$ cat config.mk
export PLATFORM = sky130hd
export DESIGN_NAME = pcc_top
export DESIGN_NICKNAME = d
export VERILOG_FILES = /design/src/pcc_divider.v /design/src/pcc_halver.v /design/src/pcc_top.v
export VERILOG_INCLUDE_DIRS = /design/src
export SDC_FILE = /design/constraint.sdc
export NUM_CORES = 1
export LEC_CHECK = 0
export BUFFER_PORTS_ARGS = -buffer_cell sky130_fd_sc_hd__buf_4
export CAP_MARGIN = 0
export CORE_AREA = 3 3 175 177
export DETAILED_ROUTE_END_ITERATION = 10
export DIE_AREA = 0 0 178 180
export PLACE_DENSITY_LB_ADDON = 0.05
export SYNTH_ARGS = -nofsm -noshare
export SYNTH_HDL_FRONTEND = slang
export SYNTH_HIERARCHICAL = 1
export SYNTH_SLANG_ARGS = --single-unit
export TNS_END_PERCENT = 1
$ cat constraint.sdc
create_clock -name pclk -period 9.3 [get_ports pclk]
set_clock_uncertainty 0.1 [all_clocks]
set_input_delay 1.395 -clock pclk [delete_from_list [all_inputs] [get_ports pclk]]
set_output_delay 1.395 -clock pclk [all_outputs]
set_load 0.02 [all_outputs]
$ cat src/pcc_consts.vh
// Purpose: Constants for the PLL configuration and control block.
// Assumes: 32-bit APB register words, byte addresses.
// Notes:   Offsets are byte addresses of aligned words.
`ifndef PCC_CONSTS_VH
`define PCC_CONSTS_VH

// ----------------------------------------------------------------------
// Register offsets
// ----------------------------------------------------------------------
`define PCC_OFF_MISC      12'h000
`define PCC_OFF_FEEDBACK  12'h004
`define PCC_OFF_STATUS    12'h008
`define PCC_OFF_IRQ_STAT  12'h00c
`define PCC_OFF_IRQ_MASK  12'h010

// ----------------------------------------------------------------------
// Miscellaneous control fields
// ----------------------------------------------------------------------
`define PCC_MISC_LSEL_LO     0
`define PCC_MISC_LSEL_HI     3
`define PCC_MISC_SLEEP_BIT   4
`define PCC_MISC_GATE_BIT    5
`define PCC_MISC_TAP_BIT     6
`define PCC_MISC_QUARTER_BIT 7
`define PCC_MISC_RESET       8'h20

// ----------------------------------------------------------------------
// Feedback control fields
// ----------------------------------------------------------------------
`define PCC_FB_N_LO       0
`define PCC_FB_N_HI       17
`define PCC_FB_PDIV_LO    18
`define PCC_FB_PDIV_HI    21
`define PCC_FB_GAIN_LO    22
`define PCC_FB_GAIN_HI    23
`define PCC_FB_N_RESET    18'h002f8
`define PCC_FB_PDIV_RESET 4'h2
`define PCC_FB_GAIN_RESET 2'h0

// ----------------------------------------------------------------------
// Lock pin select codes
// ----------------------------------------------------------------------
`define PCC_LSEL_HIZ      4'h0
`define PCC_LSEL_HIGH     4'h1
`define PCC_LSEL_LOW      4'h2
`define PCC_LSEL_DLD_H    4'h3
`define PCC_LSEL_DLD_L    4'h4
`define PCC_LSEL_ALD_PP   4'h5
`define PCC_LSEL_ALD_NMOS 4'h6
`define PCC_LSEL_ALD_PMOS 4'h7
`define PCC_LSEL_NDIV2    4'h9
`define PCC_LSEL_RDIV2    4'hb

// ----------------------------------------------------------------------
// Calibration timing
// ----------------------------------------------------------------------
`define PCC_CAL_TIME_US   10
`define PCC_CLK_MHZ       20
// Ten microseconds at 20 MHz, sized to the sixteen-bit calibration counter.
`define PCC_CAL_CYCLES    16'h00c8

`endif

$ cat src/pcc_divider.v
// Purpose: Programmable integer divider with a one-cycle output pulse.
// Assumes: Divide value is at least one; zero is treated as one.
// Notes:   Counts enabled input ticks; width fixed at eighteen bits.
`timescale 1ns/10ps
module pcc_divider (
    // Clock and reset
    input  wire        pclk,
    input  wire        presetn,
    input  wire        clk_en,
    // Control
    input  wire        run,
    input  wire [17:0] divide,
    input  wire        tick_in,
    // Output
    output reg         tick_out_ff
);

    reg  [17:0] count_ff;
    wire [17:0] last = (divide == 18'h00000) ? 18'h00000 : divide - 18'h00001;
    wire        wrap = (count_ff >= last);

    // Count input ticks and pulse on each wrap; stopping clears the count.
    always @(posedge pclk or negedge presetn) begin
        if (!presetn) begin
            count_ff    <= 18'h00000;
            tick_out_ff <= 1'b0;
        end else if (clk_en) begin
            if (!run) begin
                count_ff    <= 18'h00000;
                tick_out_ff <= 1'b0;
            end else begin
                tick_out_ff <= tick_in & wrap;
                if (tick_in) begin
                    count_ff <= wrap ? 18'h00000 : count_ff + 18'h00001;
                end
            end
        end
    end

endmodule

$ cat src/pcc_halver.v
// Purpose: Turns a tick stream into a fifty percent duty square wave.
// Assumes: Ticks are single-cycle pulses.
// Notes:   Each tick flips the output, so the rate is halved.
`timescale 1ns/10ps
module pcc_halver (
    // Clock and reset
    input  wire pclk,
    input  wire presetn,
    input  wire clk_en,
    // Data
    input  wire run,
    input  wire tick_in,
    output reg  wave_ff
);

    // Toggle on each tick; held low while stopped.
    always @(posedge pclk or negedge presetn) begin
        if (!presetn) begin
            wave_ff <= 1'b0;
        end else if (clk_en) begin
            if (!run) begin
                wave_ff <= 1'b0;
            end else if (tick_in) begin
                wave_ff <= ~wave_ff;
            end
        end
    end

endmodule

$ cat src/pcc_top.v
// Purpose: APB-programmed configuration and control for an integer-N PLL.
// Assumes: pclk 20 MHz; reference and VCO ticks are synchronous pulses.
// Notes:   Analog lock indications arrive as synchronous levels.
//
// Operation
// - Lock select 0 floats pin, 1 drives high, 2 drives low.
// - Codes 3/4 digital lock high/low; 5,6,7 analog push-pull, NMOS, PMOS.
// - Code 9 drives feedback divider output halved, square wave.
// - Code 11 drives reference divider output halved, square wave.
// - Sleep bit one shuts every block except pump gain and interrupts, regardless of other settings.
// - Gate bit zero disables all outputs over per-output enables.
// - VCO tap pin driven only when its enable bit is one.
// - Every write to the feedback register starts calibration.
// - Feedback divider is eighteen-bit binary, 1..262143, reset 760.
// - Post-divider precedes feedback divider; total is their product.
// - Post-divide codes 2..8 divide directly, reset 2, never bypassed.
// - Post-divider output feeds all distributed clock outputs.
// - Pump gain codes 0..3 select 1x, 4x, 16x, 32x.
`timescale 1ns/10ps
`include "pcc_consts.vh"
module pcc_top (
    // Clock, reset, enable
    input  wire        pclk,
    input  wire        presetn,
    input  wire        clk_en,
    // APB slave
    input  wire        psel,
    input  wire        penable,
    input  wire        pwrite,
    input  wire [11:0] paddr,
    input  wire [31:0] pwdata,
    output reg  [31:0] prdata,
    output wire        pready,
    output wire        pslverr,
    // Clock sources and lock indications
    input  wire        vco_tick,
    input  wire        ref_div_tick,
    input  wire        digital_lock,
    input  wire        analog_lock,
    input  wire        output_gate_pin,
    input  wire [7:0]  per_output_gate,
    // Lock status pin, three-signal form
    input  wire        lock_status_pin_i,
    output reg         lock_status_pin_o,
    output reg         lock_status_pin_oe,
    // Clock outputs and tap
    output wire [7:0]  clock_out_enable,
    output wire        dist_tick,
    output wire        vco_tap_enable,
    output wire        feedback_tick,
    // Analog controls
    output wire        device_sleep,
    output reg  [5:0]  pump_gain,
    output wire        lock_compare_quarter,
    output wire        cal_busy,
    output wire        irq
);

    // ------------------------------------------------------------------
    // Registers
    // ------------------------------------------------------------------
    reg  [7:0]  misc_ff;
    reg  [17:0] fb_n_ff;
    reg  [3:0]  pdiv_ff;
    reg  [1:0]  gain_ff;
    reg  [15:0] cal_cnt_ff;
    reg  [2:0]  irq_stat_ff;
    reg  [2:0]  irq_mask_ff;
    reg         lock_prev_ff;
    reg  [2:0]  nxt_irq_stat;

    wire        wr_en  = psel & penable & pwrite & clk_en;
    wire        wr_fb  = wr_en & (paddr == `PCC_OFF_FEEDBACK);
    wire        wr_ms  = wr_en & (paddr == `PCC_OFF_MISC);
    wire        mapped = (paddr == `PCC_OFF_MISC) | (paddr == `PCC_OFF_FEEDBACK) |
                         (paddr == `PCC_OFF_STATUS) | (paddr == `PCC_OFF_IRQ_STAT) |
                         (paddr == `PCC_OFF_IRQ_MASK);

    wire [3:0]  lsel   = misc_ff[`PCC_MISC_LSEL_HI:`PCC_MISC_LSEL_LO];
    wire        gate   = misc_ff[`PCC_MISC_GATE_BIT];
    wire        awake;

    // Zero-wait slave; unmapped addresses answer with an error.
    assign pready  = 1'b1;
    assign pslverr = psel & penable & ~mapped;

    // Register writes; reset values keep the part awake with outputs gated on.
    always @(posedge pclk or negedge presetn) begin
        if (!presetn) begin
            misc_ff     <= `PCC_MISC_RESET;
            fb_n_ff     <= `PCC_FB_N_RESET;
            pdiv_ff     <= `PCC_FB_PDIV_RESET;
            gain_ff     <= `PCC_FB_GAIN_RESET;
            irq_mask_ff <= 3'h0;
        end else begin
            if (wr_ms) begin
                misc_ff <= pwdata[7:0];
            end
            if (wr_fb) begin
                fb_n_ff <= pwdata[`PCC_FB_N_HI:`PCC_FB_N_LO];
                pdiv_ff <= pwdata[`PCC_FB_PDIV_HI:`PCC_FB_PDIV_LO];
                gain_ff <= pwdata[`PCC_FB_GAIN_HI:`PCC_FB_GAIN_LO];
            end
            if (wr_en & (paddr == `PCC_OFF_IRQ_MASK)) begin
                irq_mask_ff <= pwdata[2:0];
            end
        end
    end

    // ------------------------------------------------------------------
    // Calibration
    // ------------------------------------------------------------------
    // A new write restarts the count, so the last written setting wins.
    always @(posedge pclk or negedge presetn) begin
        if (!presetn) begin
            cal_cnt_ff <= 16'h0000;
        end else if (clk_en) begin
            if (wr_fb) begin
                cal_cnt_ff <= `PCC_CAL_CYCLES;
            end else if (cal_cnt_ff != 16'h0000) begin
                cal_cnt_ff <= cal_cnt_ff - 16'h0001;
            end
        end
    end
    assign cal_busy = (cal_cnt_ff != 16'h0000) & awake;

    // ------------------------------------------------------------------
    // Power and output gating
    // ------------------------------------------------------------------
    assign device_sleep         = misc_ff[`PCC_MISC_SLEEP_BIT];
    assign awake                = ~device_sleep;
    assign lock_compare_quarter = misc_ff[`PCC_MISC_QUARTER_BIT] & awake;
    assign vco_tap_enable       = misc_ff[`PCC_MISC_TAP_BIT] & awake;
    // The external gate pin must also be high for any output to run.
    assign clock_out_enable = (gate & output_gate_pin & awake) ? per_output_gate : 8'h00;

    // ------------------------------------------------------------------
    // Feedback path
    // ------------------------------------------------------------------
    // Illegal post-divide codes stop the divider rather than bypass it.
    wire pdiv_ok = (pdiv_ff >= 4'h2) & (pdiv_ff <= 4'h8);
    wire fb_run  = awake & pdiv_ok & (fb_n_ff != 18'h00000);

    pcc_divider u_post_div (
        .pclk        (pclk),
        .presetn     (presetn),
        .clk_en      (clk_en),
        .run         (awake & pdiv_ok),
        .divide      ({14'h0000, pdiv_ff}),
        .tick_in     (vco_tick),
        .tick_out_ff (dist_tick)
    );

    // Feedback counter counts post-divided ticks, so totals multiply.
    pcc_divider u_fb_div (
        .pclk        (pclk),
        .presetn     (presetn),
        .clk_en      (clk_en),
        .run         (fb_run),
        .divide      (fb_n_ff),
        .tick_in     (dist_tick),
        .tick_out_ff (feedback_tick)
    );

    wire n_half;
    wire r_half;

    pcc_halver u_n_half (
        .pclk    (pclk),
        .presetn (presetn),
        .clk_en  (clk_en),
        .run     (fb_run),
        .tick_in (feedback_tick),
        .wave_ff (n_half)
    );

    pcc_halver u_r_half (
        .pclk    (pclk),
        .presetn (presetn),
        .clk_en  (clk_en),
        .run     (awake),
        .tick_in (ref_div_tick),
        .wave_ff (r_half)
    );

    // ------------------------------------------------------------------
    // Pump gain decode
    // ------------------------------------------------------------------
    // One-hot-ish gain multiplier as a plain number.
    always @* begin
        case (gain_ff)
            2'h0:    pump_gain = 6'h01;
            2'h1:    pump_gain = 6'h04;
            2'h2:    pump_gain = 6'h10;
            2'h3:    pump_gain = 6'h20;
            default: pump_gain = 6'h01;
        endcase
    end

    // ------------------------------------------------------------------
    // Lock status pin
    // ------------------------------------------------------------------
    // Open-drain codes only drive the active level and float otherwise.
    always @* begin
        lock_status_pin_o  = 1'b0;
        lock_status_pin_oe = 1'b0;
        if (awake) begin
            case (lsel)
                `PCC_LSEL_HIZ: begin
                    lock_status_pin_oe = 1'b0;
                end
                `PCC_LSEL_HIGH: begin
                    lock_status_pin_o  = 1'b1;
                    lock_status_pin_oe = 1'b1;
                end
                `PCC_LSEL_LOW: begin
                    lock_status_pin_o  = 1'b0;
                    lock_status_pin_oe = 1'b1;
                end
                `PCC_LSEL_DLD_H: begin
                    lock_status_pin_o  = digital_lock;
                    lock_status_pin_oe = 1'b1;
                end
                `PCC_LSEL_DLD_L: begin
                    lock_status_pin_o  = ~digital_lock;
                    lock_status_pin_oe = 1'b1;
                end
                `PCC_LSEL_ALD_PP: begin
                    lock_status_pin_o  = analog_lock;
                    lock_status_pin_oe = 1'b1;
                end
                `PCC_LSEL_ALD_NMOS: begin
                    lock_status_pin_o  = 1'b0;
                    lock_status_pin_oe = ~analog_lock;
                end
                `PCC_LSEL_ALD_PMOS: begin
                    lock_status_pin_o  = 1'b1;
                    lock_status_pin_oe = analog_lock;
                end
                `PCC_LSEL_NDIV2: begin
                    lock_status_pin_o  = n_half;
                    lock_status_pin_oe = 1'b1;
                end
                `PCC_LSEL_RDIV2: begin
                    lock_status_pin_o  = r_half;
                    lock_status_pin_oe = 1'b1;
                end
                default: begin
                    lock_status_pin_oe = 1'b0;
                end
            endcase
        end
    end

    // ------------------------------------------------------------------
    // Interrupts
    // ------------------------------------------------------------------
    // Events: calibration done, digital lock lost, digital lock gained.
    wire cal_done  = (cal_cnt_ff == 16'h0001) & clk_en & ~wr_fb;
    wire lock_lost = lock_prev_ff & ~digital_lock & clk_en;
    wire lock_got  = ~lock_prev_ff & digital_lock & clk_en;
    wire [2:0] evt = {lock_got, lock_lost, cal_done};
    wire [2:0] clr = (wr_en & (paddr == `PCC_OFF_IRQ_STAT)) ? pwdata[2:0] : 3'h0;

    // Set beats clear so a same-cycle event is not lost.
    always @* begin
        nxt_irq_stat = (irq_stat_ff & ~clr) | evt;
    end

    always @(posedge pclk or negedge presetn) begin
        if (!presetn) begin
            irq_stat_ff  <= 3'h0;
            lock_prev_ff <= 1'b0;
        end else begin
            irq_stat_ff <= nxt_irq_stat;
            if (clk_en) begin
                lock_prev_ff <= digital_lock;
            end
        end
    end
    assign irq = |(irq_stat_ff & irq_mask_ff);

    // ------------------------------------------------------------------
    // Read data
    // ------------------------------------------------------------------
    // Control registers are write-only and read as zero.
    always @(posedge pclk or negedge presetn) begin
        if (!presetn) begin
            prdata <= 32'h0000_0000;
        end else if (clk_en & psel & ~penable & ~pwrite) begin
            case (paddr)
                `PCC_OFF_STATUS:   prdata <= {28'h0000000, analog_lock, digital_lock, device_sleep, cal_busy};
                `PCC_OFF_IRQ_STAT: prdata <= {29'h00000000, irq_stat_ff};
                `PCC_OFF_IRQ_MASK: prdata <= {29'h00000000, irq_mask_ff};
                default:           prdata <= 32'h0000_0000;
            endcase
        end
    end

endmodule

# Word level (Yosys, flattened, before mapping)
# Cells that the tools add are included.
# W data, S select, Z words.
# classes
add_sub_neg	5
n_lt_le_gt_ge	4
eq_ne	20
muxes	24
bitwise_logic	45
reduce_logical	16
# op_table
operator	n
$mux W18	8
$add A18 B1 Y18 const B	2
$ge A18 B18 Y1	2
$logic_not A18 Y1	2
$mux W16	2
$and A1 B1 Y1	27
$eq A12 B4 Y1 const B	2
$pmux W6 S4	1
$reduce_bool A18 Y1	1
$sub A18 B1 Y18 const B	1
$eq A16 B1 Y1 const B	1
$eq A4 B3 Y1 const B	4
$reduce_bool A16 Y1	1
$sub A16 B1 Y16 const B	1
$eq A12 B3 Y1 const B	1
$eq A12 B5 Y1 const B	1
$logic_not A12 Y1	1
$pmux W4 S3	1
$not A1 Y1	10
$reduce_and A2 Y1	5
$eq A4 B2 Y1 const B	2
$eq A4 B4 Y1 const B	2
$mux W1	8
$mux W8	1
other kinds (19)	27
# word_totals
regBits	127
input_bits	64
out_inout_bits	57
elab_cells	129

# Logic depth before layout (Yosys ltp)
# logic_depth
ltp_word	8
ltp_mapped	15
depth_no_buf	14

# Hierarchy
# The synthesis kept the hierarchy.
# modules_own_cells
mod	n_inst	cells_each	area_per_inst_um2	seq_area_each_um2
pcc_top	1	334	3238.1	1486.4
pcc_divider at u_fb_div	1	240	2030.7	475.5
pcc_divider at u_post_div	1	228	1880.6	475.5
pcc_halver	2	5	52.6	25.0

# Worst setup path before layout
# OpenSTA, ideal clock, no wires.
# synth_path
kind	input to output
from	input port paddr[2]
to	output port pslverr
t_arrival_ns	2.190
t_required_ns	7.805
path_slack_ns	5.615
cell_stages	3
path_buffers	1
path_cell_list	clkbuf_1 o21ai_0 a41oi_1
# synth_between
elab_chain_len	7
elab_cells_between_ends	11
classes_between	4 x eq/ne; 6 x bitwise; 1 x reduce/logical
# synth_rtl
element	line_no	text
from (decl)	pcc_top.v:30	input wire [11:0] paddr,
$eq A12 B3 Y1 (no source line) or $logic_not A12 Y1 (tied branches)	--	
$or A1 B1 Y1 (3 in a row)	pcc_top.v:75	wire mapped = (paddr == `PCC_OFF_MISC) | (paddr == `PCC_OFF_FEEDBACK) |
$or A1 B1 Y1 *	pcc_top.v:75	
$not A1 Y1 *	pcc_top.v:85	assign pslverr = psel & penable & ~mapped;
$and A1 B1 Y1 *	pcc_top.v:85	
to (decl)	pcc_top.v:34	output wire pslverr,
# Mark *: on every way between the ends. The rest lies on a longest branch, timed or not.

# Final worst setup path
# layout_path
from	register fb_n_ff[13]
to	register u_fb_div.count_ff[17]
# layout_between
elab_chain_len	6
elab_cells_between_ends	11
classes_between	1 x add/sub; 1 x order compare; 1 x eq/ne; 4 x mux; 1 x bitwise; 3 x reduce/logical
# layout_rtl
element	line_no	text
from (decl)	pcc_top.v:63	reg [17:0] fb_n_ff;
from (signal assigned)	pcc_top.v:91	fb_n_ff <= `PCC_FB_N_RESET;
from (signal assigned)	pcc_top.v:100	fb_n_ff <= pwdata[`PCC_FB_N_HI:`PCC_FB_N_LO];
$sub A18 B1 Y18 or $logic_not A18 Y1 (tied branches)	pcc_divider.v:19	wire [17:0] last = (divide == 18'h00000) ? 18'h00000 : divide - 18'h00001;
$mux W18	pcc_divider.v:19	
$ge A18 B18 Y1	pcc_divider.v:20	wire wrap = (count_ff >= last);
$mux W18	pcc_divider.v:34	count_ff <= wrap ? 18'h00000 : count_ff + 18'h00001;
$mux W18	pcc_divider.v:33	if (tick_in) begin
$mux W18	pcc_divider.v:28	if (!run) begin
to (signal assigned)	pcc_divider.v:34	
to (decl)	pcc_divider.v:18	reg [17:0] count_ff;
# Several ways; a longest one is shown, not always the timed one. The select of a mux whose other input is x is not followed.
# A chain may end at the register's enable or synchronous reset.

==> out/qor.yml <==
max_stage_delay_ps: 870
synthCells: 812
gr-total-overflow: 0
grt_usage_pct: 12.89
status: "complete, no violations"
cts_tree: "built"
globalplace.congestion: 0.7200
hold_violations: 0
powerDensity_nw_per_um2: 126.6
yosysTopAreaCell: "dfrtp_1"
rrSetupSlack_ps: 4510
drc: 0
p_total_mw: 1.081
power_frac_seq_pct: 46.7
drv_cap: 0
ys_warn_count: 6
syn_to_final_growth_pct: 17.75
synth_area_leaders: "dfrtp_1 (31%), nand2_1 (8.2%), ha_1 (7.8%)"
synth-edff-count: 0
use_met3_pct: 2.260
grt_pass1_wl_mm: 33.43
worstMarginPinSlew_ps: 951.2
drt_first_pass_iters: 4
critPathKind: "reg -> reg"
coreArea_um2: 29400
drive_gt1_share_pct: 18.57
routed_wl_mm: 20.09
fillers: 3191
grt_start_max_net_pins: 66
place_inst: 1300
maxSlewViolCount: 0
critPathLaunchType: "flop"
top_usage_layer: "met2"
p_comb_share_pct: 15.9
final.setup.tns_ps: 0
gr-usage-met1_pct: 18.01
cp.arrival_ps: 4920
seqCellArea_um2: 2487
die-area_um2: 32040
crit_fanout: 19
die_h_um: 180
worst_path_max_delay_cell: "a311oi_4"
peakVddDrop_uv: 73.16
postCtsSetupBuffers: 0
via_count: 6010
grt_use_met2_pct: 21.04
syn-mean-instance-area_um2: 8.934
dp.final_hpwl_mm: 14.99
fin_hold_ws_ps: 383.9
finalSetupViolCount: 0
cts_sinks: 99
cts-hold-fix-buffers: 0
num_rows: 63
io_buffer_count: 80
hold-path-cell-count: 2
worstPathCellList: "nor4_1 > nand2b_1 > nor3_1 > nand3b_1 > and2_1 > ha_1 > nand2b_4 > a21oi_2 > o221ai_2 > a311oi_4 > nand3_2 > o311ai_0"
final.period_utilization_pct: 51.48
cts_resized: 0
layout.cells.non_filler: 1316
finalNetCount: 1030
start_util_pct: 24.67
ys.flop_type: "dfrtp_1"
ios: 121
wire_per_inst_um: 15.27
worstSkewPairLatency_ps: 360
antennaDiodeCount: 0
p_int_uw: 753.3
cts-buffers-inserted: 9
cts_max_level: 3
p_switching_uw: 328.1
clk_pin_slew_worst_paths_ps: 80
pwr-share-clk_pct: 37.4
min_period_ps: 4788
relSlewSlack_pct: 36.58
ys_ff_latch: 99
die_w_um: 178
vias_per_cell: 4.567
fmax_mhz: 208.9
p_leak_nw: 3.908
synth_top_area_share_pct: 31.39
synth.distinct_cells: 92
hp-class: "reg -> reg"
async_flop_share_pct: 100.0
cts_root_buf: "clkbuf_16"
grt_pass1_vias: 6026
rsz0062_at_grt: "no"
drt_iter0_drc: 290
worstRegToRegCells: 12
yosysSeqAreaShare_pct: 34.29
clk_path_buf_depth: 2
multiInputGateArea_um2: 4543
required_ps: 9430
postRouteAntennaNets: 0
antenna_found_initial: 0
end_kind: "flop"
synth_area_um2: 7254
p_sw_share_pct: 30.34
==> cells by family after synthesis <==
logic type | after synthesis | synth area share (%)
other | 2 | 0.1035
and+or+nand+nor | 403 | 29.67
AOI/OAI and AO/OA | 124 | 13.56
DFF | 99 | 34.29
muxes | 22 | 3.311
xor gates and xnor gates | 39 | 4.708
adders and majority gates | 45 | 7.761
buffers and inverters | 78 | 6.606
==> stage by stage <==
step,util (%),cell area (um^2),setup slack (ps)
5_1_grt,29.05,8542,3971
2_1_floorplan,-,7510,5615
6_report,29.05,8542,4512
3_3_place_gp,28.02,8239,4398
4_1_cts,29.05,8542,4363
3_5_place_dp,28.02,8239,4441
==> final cells by class <==
| type | count | area share, % |
|---|---|---|
| clock buffers | 12 | 2.886 |
| clock inverters | 4 | 0.6591 |
| inverters | 24 | 1.055 |
| multi-input cells | 703 | 53.19 |
| flip-flops and latches | 99 | 29.12 |
| well taps | 390 | 5.713 |
| repair buffers | 84 | 7.382 |
==> worst paths after layout <==
kind,to,from
max reg2reg,u_fb_div/count_ff[17],fb_n_ff[13]
max in group asynchronous,u_fb_div/count_ff[9],presetn
min,fb_n_ff[7],fb_n_ff[7]
min reg2reg,fb_n_ff[7],fb_n_ff[7]
min in group asynchronous,prdata[1],presetn
max,u_fb_div/count_ff[17],fb_n_ff[13]
==> routing by layer <==
| metal | wire (um) | vias to the layer above |
|---|---|---|
| li1 | - | 3066 |
| met1 | 9784 | 2818 |
| met2 | 9411 | 114 |
| met3 | 716 | 12 |
| met4 | 178 | 0 |
| met5 | 0 | - |
==> Yosys cell counts (all sizes together), types with 16 or more instances <==
cell / count
nor3: 25
o21ai: 21
nand4: 28
nand3: 39
ha: 45
xor2: 29
a21oi: 21
inv: 24
buf: 46
mux2: 16
dfrtp: 91
nand2: 160
nor2: 46
==> worst max-delay path, delay by kind of cell, from the launching register on <==
| kind | cells | cell delay (ps) |
|---|---|---|
| flip-flops | 1 | 450 |
| adder cells (fa/ha/maj) | 1 | 260 |
| AO/OA/AOI/OAI | 4 | 1650 |
| AND/OR/NAND/NOR | 7 | 2190 |
==> power by group through the flow <==
stage | Clock (mW) | Sequential [mW] | Combinational (mW)
finish | 0.405 | 0.505 | 0.172
global route | 0.440 | 0.511 | 0.194
CTS | 0.423 | 0.505 | 0.174
detailed placement | 0 | 0.513 | 0.173
global placement | 0 | 0.514 | 0.172
floorplan | 0 | 0.502 | 0.129
==> sequential cells by signal, indices dropped and copies added, names as in the netlist <==
| register | flops |
|---|---|
| fb_n_ff | 18 |
| u_fb_div/count_ff | 18 |
| u_post_div/count_ff | 18 |
| cal_cnt_ff | 16 |
| misc_ff | 8 |
| pdiv_ff | 4 |
| prdata | 4 |
| irq_mask_ff | 3 |
| irq_stat_ff | 3 |
| gain_ff | 2 |
| lock_prev_ff | 1 |
| u_fb_div/tick_out_ff | 1 |
| u_n_half/wave_ff | 1 |
| u_post_div/tick_out_ff | 1 |
| u_r_half/wave_ff | 1 |
==> cell usage in the layout (no fill, tap or decap), drive strengths merged, types with 25 or more instances in the layout <==
| cell | synthesis | layout |
|---|---|---|
| nand2 | 160 | 160 |
| dfrtp | 91 | 91 |
| buf | 46 | 84 |
| conb | 2 | 70 |
| nor2 | 46 | 46 |
| ha | 45 | 45 |
| nand3 | 39 | 39 |
| xor2 | 29 | 29 |
| nand4 | 28 | 28 |
| inv | 24 | 26 |
| nor3 | 25 | 25 |
Note: power is estimated with default switching activity, not from simulation.
